<file path="config.mk">
export PLATFORM = sky130hd
export DESIGN_NAME = latched_piso_shift_register
export DESIGN_NICKNAME = d
export VERILOG_FILES = /design/src/piso_latch_pkg.sv /design/src/latched_piso_shift_register.sv /design/src/pin_sync.sv
export SDC_FILE = /design/constraint.sdc
export NUM_CORES = 1
export LEC_CHECK = 0
export BUFFER_PORTS_ARGS = -buffer_cell sky130_fd_sc_hd__buf_2
export CAP_MARGIN = 20
export CORE_ASPECT_RATIO = 1.4
export CORE_MARGIN = 1.5
export CORE_UTILIZATION = 25
export CTS_CLUSTER_SIZE = 10
export DETAILED_ROUTE_END_ITERATION = 10
export REMOVE_ABC_BUFFERS = 1
export SYNTH_ARGS = -nofsm -noshare
export SYNTH_HDL_FRONTEND = slang
export SYNTH_SLANG_ARGS = --single-unit
</file>
<file path="constraint.sdc">
create_clock -name ref_clk -period 2.08 [get_ports ref_clk]
set_input_delay 0.416 -clock ref_clk [delete_from_list [all_inputs] [get_ports ref_clk]]
set_output_delay 0.416 -clock ref_clk [all_outputs]
set_load 0.005 [all_outputs]
</file>
<file path="src/piso_latch_pkg.sv">
// Constants shared by the latched serial shifter and its input synchroniser.
// Assumes a single 40 MHz core clock; all pins arrive asynchronously.
package piso_latch_pkg;

    // ****************************************
    // Widths
    // ****************************************
    localparam int unsigned DATA_W      = 8;
    localparam int unsigned SYNC_DEPTH  = 2;

    // ****************************************
    // Reset values
    // ****************************************
    localparam logic [DATA_W-1:0] STAGE_RESET = 8'h00;
    localparam logic [DATA_W-1:0] LATCH_RESET = 8'h00;
    localparam logic              PIN_RESET   = 1'h0;
    localparam logic              CLEAR_IDLE  = 1'h1;

    // ****************************************
    // Field positions in the synchronised pin vector
    // ****************************************
    localparam int unsigned PIN_PAR_LSB  = 0;
    localparam int unsigned PIN_SER      = 8;
    localparam int unsigned PIN_MODE     = 9;
    localparam int unsigned PIN_STROBE   = 10;
    localparam int unsigned PIN_SHIFT    = 11;
    localparam int unsigned PIN_CLEAR_N  = 12;
    localparam int unsigned PIN_W        = 13;

endpackage

</file>
<file path="src/latched_piso_shift_register.sv">
// Eight-bit input latch feeding an eight-bit serial-out shift register.
// Stage 0 takes the serial bit; stage W-1 drives the serial output.
// Assumes all pins are asynchronous to ref_clk and held for several ref_clk periods.
`timescale 1ns/1ps
// Function
// - Latch strobe rising edge captures parallel inputs
// - Shift mode: shift edge loads serial bit
// - Load mode ignores the serial input bit
// - Load mode copies latch into stages, no shift
// - Low clear input zeroes all stages
// - Stage clear leaves the latch untouched
// - Shift edge advances each stage one place
// - Serial output shows the last stage
module latched_piso_shift_register #(
    parameter int unsigned W = piso_latch_pkg::DATA_W
) (
    input  wire logic          ref_clk,
    input  wire logic          reset,
    input  wire logic [W-1:0]  parallel_in,
    input  wire logic          serial_bit_in,
    input  wire logic          shift_mode,
    input  wire logic          latch_strobe,
    input  wire logic          shift_clk_in,
    input  wire logic          clear_n,
    output logic               serial_bit_out
);
    import piso_latch_pkg::*;

    // ****************************************
    // Pin synchronisation
    // ****************************************
    // Every pin, clear_n included, crosses on two flops before any logic reads it.
    // The clear therefore reaches the stages three edges after the pin falls rather
    // than at once: the core keeps a single clocked path, at the cost of that latency.
    // Idle values put clear_n high so that reset leaves no false clear behind.
    localparam logic [PIN_W-1:0] PIN_IDLE = {CLEAR_IDLE, {(PIN_W-1){PIN_RESET}}};

    logic [PIN_W-1:0] pins_async;
    logic [PIN_W-1:0] pins_s;

    // Order must match the field positions of the pin vector
    assign pins_async = {clear_n, shift_clk_in, latch_strobe, shift_mode,
                         serial_bit_in, parallel_in};

    pin_sync #(
        .WIDTH     (PIN_W),
        .RESET_VAL (PIN_IDLE)
    ) pin_sync_i (
        .ref_clk    (ref_clk),
        .reset      (reset),
        .pin_async  (pins_async),
        .pin_synced (pins_s)
    );

    // ****************************************
    // Pin decode
    // ****************************************
    logic [W-1:0] par_s;
    logic         ser_s;
    logic         mode_s;
    logic         strobe_s;
    logic         shift_s;
    logic         clear_n_s;

    assign par_s     = pins_s[PIN_PAR_LSB +: W];
    assign ser_s     = pins_s[PIN_SER];
    assign mode_s    = pins_s[PIN_MODE];
    assign strobe_s  = pins_s[PIN_STROBE];
    assign shift_s   = pins_s[PIN_SHIFT];
    assign clear_n_s = pins_s[PIN_CLEAR_N];

    // ****************************************
    // State
    // ****************************************
    // Latch, stages and the two edge trackers live in one registered struct
    typedef struct packed {
        logic [W-1:0] latch;
        logic [W-1:0] stage;
        // Last synchronised level of the latch strobe and shift clock pins
        logic         strobe_d;
        logic         shift_d;
    } core_s;

    core_s state_r;
    core_s state_nxt;

    // Edge detectors start at the idle pin level, so no false edge follows reset.
    // An edge counts only when a high follows a low cycle; a pin that is high
    // for less than one ref_clk period may be missed.
    logic strobe_rise;
    logic shift_rise;

    assign strobe_rise = strobe_s & ~state_r.strobe_d;
    assign shift_rise  = shift_s & ~state_r.shift_d;

    // Next state: the latch follows its strobe; the stages take clear, load or shift
    always_comb begin
        state_nxt          = state_r;
        state_nxt.strobe_d = strobe_s;
        state_nxt.shift_d  = shift_s;
        // Latch is written only by its own strobe, never by the clear
        if (strobe_rise) begin
            state_nxt.latch = par_s;
        end
        // Clear wins over load and shift; a strobe in the same cycle still lands
        if (!clear_n_s) begin
            state_nxt.stage = STAGE_RESET;
        end else if (!mode_s) begin
            // Load is level-driven, as in the pin-level part; serial bit unused
            state_nxt.stage = state_r.latch;
        end else if (shift_rise) begin
            state_nxt.stage = {state_r.stage[W-2:0], ser_s};
        end
    end

    // Core reset clears the latch as well; only the clear pin spares it
    always_ff @(posedge ref_clk) begin
        if (reset) begin
            state_r <= '{latch: LATCH_RESET, stage: STAGE_RESET,
                         strobe_d: PIN_RESET, shift_d: PIN_RESET};
        end else begin
            state_r <= state_nxt;
        end
    end

    // Output comes straight from the last stage flop, never through logic
    assign serial_bit_out = state_r.stage[W-1];
endmodule

</file>
<file path="src/pin_sync.sv">
// Two-flop synchroniser for a vector of asynchronous pins.
// Assumes each bit is independent; multi-bit words must be held stable by the sender.
`timescale 1ns/1ps
module pin_sync #(
    parameter int unsigned         WIDTH      = 1,
    parameter logic [WIDTH-1:0]    RESET_VAL  = '0
) (
    input  wire logic              ref_clk,
    input  wire logic              reset,
    input  wire logic [WIDTH-1:0]  pin_async,
    output logic      [WIDTH-1:0]  pin_synced
);
    import piso_latch_pkg::*;

    typedef struct packed {
        logic [WIDTH-1:0] first;
        logic [WIDTH-1:0] second;
    } sync_s;

    sync_s state_r;
    sync_s state_nxt;

    // First flop feeds only the second one
    always_comb begin
        state_nxt.first  = pin_async;
        state_nxt.second = state_r.first;
    end

    always_ff @(posedge ref_clk) begin
        if (reset) begin
            state_r <= {RESET_VAL, RESET_VAL};
        end else begin
            state_r <= state_nxt;
        end
    end

    assign pin_synced = state_r.second;
endmodule

</file>
==> results.txt <==
- Measured against its own limit, the worst slew margin works out to 0.693.
- Setup tns final: 0 ns
- Total of fill cells in the finished design: 562
* Routed met3 length: 52 um
* Worst path top cell family by delay: flip-flops
* Met2 Wirelength: 883 um
- At the later pin of the worst-skew pair, clock insertion delay measures 0.29 ns.
- Number of placed I/O pins: 16
* Clock Tree Root: sky130_fd_sc_hd__clkbuf_8
* Wire length of the first global-routing pass: 3270 um
- The clock passes through at most 2 buffers.
- The number of antenna violations at the first check in global routing was 0.
- Number of synthesized register bits: 44
- The signal on the critical path passes through buf_2.
* Count of final setup violators: 0
- Total Die Area: 6140 um^2
- CP max stage cell: sky130_fd_sc_hd__dfxtp_1
* Starting density of the core: 0.258
* Worst stage delay on the critical path: 0.33 ns
- Number of nets still failing antenna checks after routing: 0
* Ratio of cells with drive above 1 in the final layout: 0.187
* Yosys warns: 0
- Static timing analysis puts the maximum clock frequency at 872 MHz.
- The min-delay analysis places its worst path in the category primary input to flop.
* Data arrival, critical path: 0.73 ns
- Post-detailed-route wirelength per cell: 8.37 um
* Final net count: 154
- Along the worst path, the maximum fanout reaches 2.
- Multi-input gate area in the final layout: 484 um^2
* Total routed wirelength: 1730 um
- After detailed routing, the number of vias per cell comes to 3.84.
* Number of search-and-repair iterations in the first detailed-routing pass: 3
- Die X-Extent: 66.6 um
- Summed over all cells, the static leakage comes to 0.602 nW.
- CP Data Required Time: 1.66 ns
* Worst-path clk slew: 0.08 ns
* Post-CTS Hold Fix Bufs: 0
- Cell row count: 32
- Mapped cell area: 1420 um^2
- Largest net degree at the start of global routing: 28
- Synthesis produced 124 cells.
- The worst setup path is launched from a flop.
- The via count of the first global-routing pass is 764.
- Total congestion overflow: 0
- The total count of hold-check failures in the final report came to 0.
- Die Ht: 92.1 um
* Initial detailed-routing violation count: 10
* Detailed-placement wirelength estimate: 1230 um
* WL met1: 714 um
- Ratio of final minimum period to clock period: 0.552
* Worst hold-check slack: 0.308 ns
- The final route contains 795 vias.
- The number of clock buffers added by TritonCTS is 5.
- The worst-case IR drop observed on VDD is 514 uV.
- TritonCTS built the clock tree.
- Number of buffers inserted to repair setup after CTS: 0
* FF/Latch Area: 881 um^2
- Critical path buffer and inverter count: 1
- Synthesis instantiated 13 different standard cells from the library.
- Min Clock Period, post-route: 1.15 ns
* Max-capacitance violation count: 0
* CORE AREA: 5490 um^2
- Antenna Cells: 0
- Number of sinks on the clock net: 44
- Number of levels the H-tree was split into: 2
- A synthesized cell averages 11.4 um^2.
- The worst setup path is of the flop to primary output kind.
* Combined global-route utilization of all metal layers: 0.0718
- In the routed design, unresolved DRC markers number 0.
* Run status: completed
- Count of buffers inserted at the top-level ports: 15
- Setup repair after global routing left no endpoint under its margin.
- Gates resized during post-CTS repair numbered 0.
- The detailed router used layers up to and including met4.
* Largest clock skew in the final design: 0.00365 ns
- For this run, the register share of the synthesized area comes to 0.621.
- The worst setup path is captured at a primary output.
- At the end of the flow the core is filled with cells to 0.296.
- For the pin with the worst max-slew slack, the measured transition is 0.460 ns.
- Compared with the post-synthesis result, the final layout area differs by 14.4%.
- In this run the power density over the cells is 885 nW/um^2.
- The count of pins over their slew limit came to 0.
* GPL Wtd Cong: 0.694
layout make-up:
class | instances | share of cell area
Sequential cell | 44 | 0.543
Clock buffer | 5 | 0.0424
Timing Repair Buffer | 17 | 0.0556
Clock inverter | 2 | 0.00772
Tap cell | 68 | 0.0525
Multi-Input combinational cell | 71 | 0.299
per-layer routing:
metal  global-route usage  up-vias
li1                     -      427
met1               0.0713      347
met2                0.118       16
met3               0.0184        5
met4               0.0663        0
met5                    0        -
synthesized netlist by cell type:
cell | count | share of area
sky130_fd_sc_hd__clkbuf_1 | 4 | 0.011
sky130_fd_sc_hd__nor2b_1 | 26 | 0.11
sky130_fd_sc_hd__nor2b_4 | 1 | 0.0097
sky130_fd_sc_hd__buf_2 | 2 | 0.0071
sky130_fd_sc_hd__clkbuf_2 | 1 | 0.0035
sky130_fd_sc_hd__a211oi_1 | 8 | 0.042
sky130_fd_sc_hd__mux2i_1 | 16 | 0.11
sky130_fd_sc_hd__buf_6 | 2 | 0.016
sky130_fd_sc_hd__dfxtp_1 | 44 | 0.62
sky130_fd_sc_hd__nor2_1 | 16 | 0.042
sky130_fd_sc_hd__nand2b_1 | 1 | 0.0044
sky130_fd_sc_hd__or2_1 | 2 | 0.0088
sky130_fd_sc_hd__nor2b_2 | 1 | 0.0062
registers in the layout (all words and copies together) (netlist names):
signal,count
pin_sync_i.pin_synced,13
pin_sync_i.state_nxt,13
serial_bit_out,1
state_r,17
power by group:
part | total [mW] | leakage, nW | internal, mW | switching [mW]
registers | 0.884 | 0.361 | 0.873 | 0.0111
clock network | 0.485 | 0.0400 | 0.227 | 0.258
logic | 0.0668 | 0.201 | 0.0369 | 0.0300
total | 1.44 | 0.602 | 1.14 | 0.299
stage by stage:
stage / cells / total power, mW / worst slack [ns] / cell area, um^2
finish: 207 / 1.44 / 0.933 / 1620
floorplan: 115 / 0.940 / 0.810 / 1370
global route: 207 / 1.51 / 0.878 / 1620
global placement: 200 / 0.970 / 0.904 / 1540
detailed placement: 200 / 0.973 / 0.879 / 1540
CTS: 207 / 1.46 / 0.919 / 1620
cell families (layout without fill, tap and decap cells):
kind of cell	Yosys count	after routing	share of synthesized area
simple gates	47	47	0.186
mux	16	16	0.113
compound gates	8	8	0.0424
flops	44	44	0.621
buf+inv	9	24	0.0371
layout by cell type, fill, tap and decap left out, drive strengths merged:
cell type and count:
a211oi 8, buf 17, clkbuf 5, clkinv 1, clkinvlp 1, dfxtp 44, mux2i 16, nand2b 1
nor2 16, nor2b 28, or2 2
final timing paths:
path | slack [ns] | end | startpoint | cells after the start
max | 0.93 | serial_bit_out | serial_bit_out | 1
min | 0.31 | pin_sync_i.state_nxt[12] | clear_n | 2
max reg2reg | 0.99 | state_r[3] | pin_sync_i.pin_synced[11] | 3
min reg2reg | 0.41 | pin_sync_i.pin_synced[12] | pin_sync_i.state_nxt[12] | 1
(Power assumes the default switching activity.)
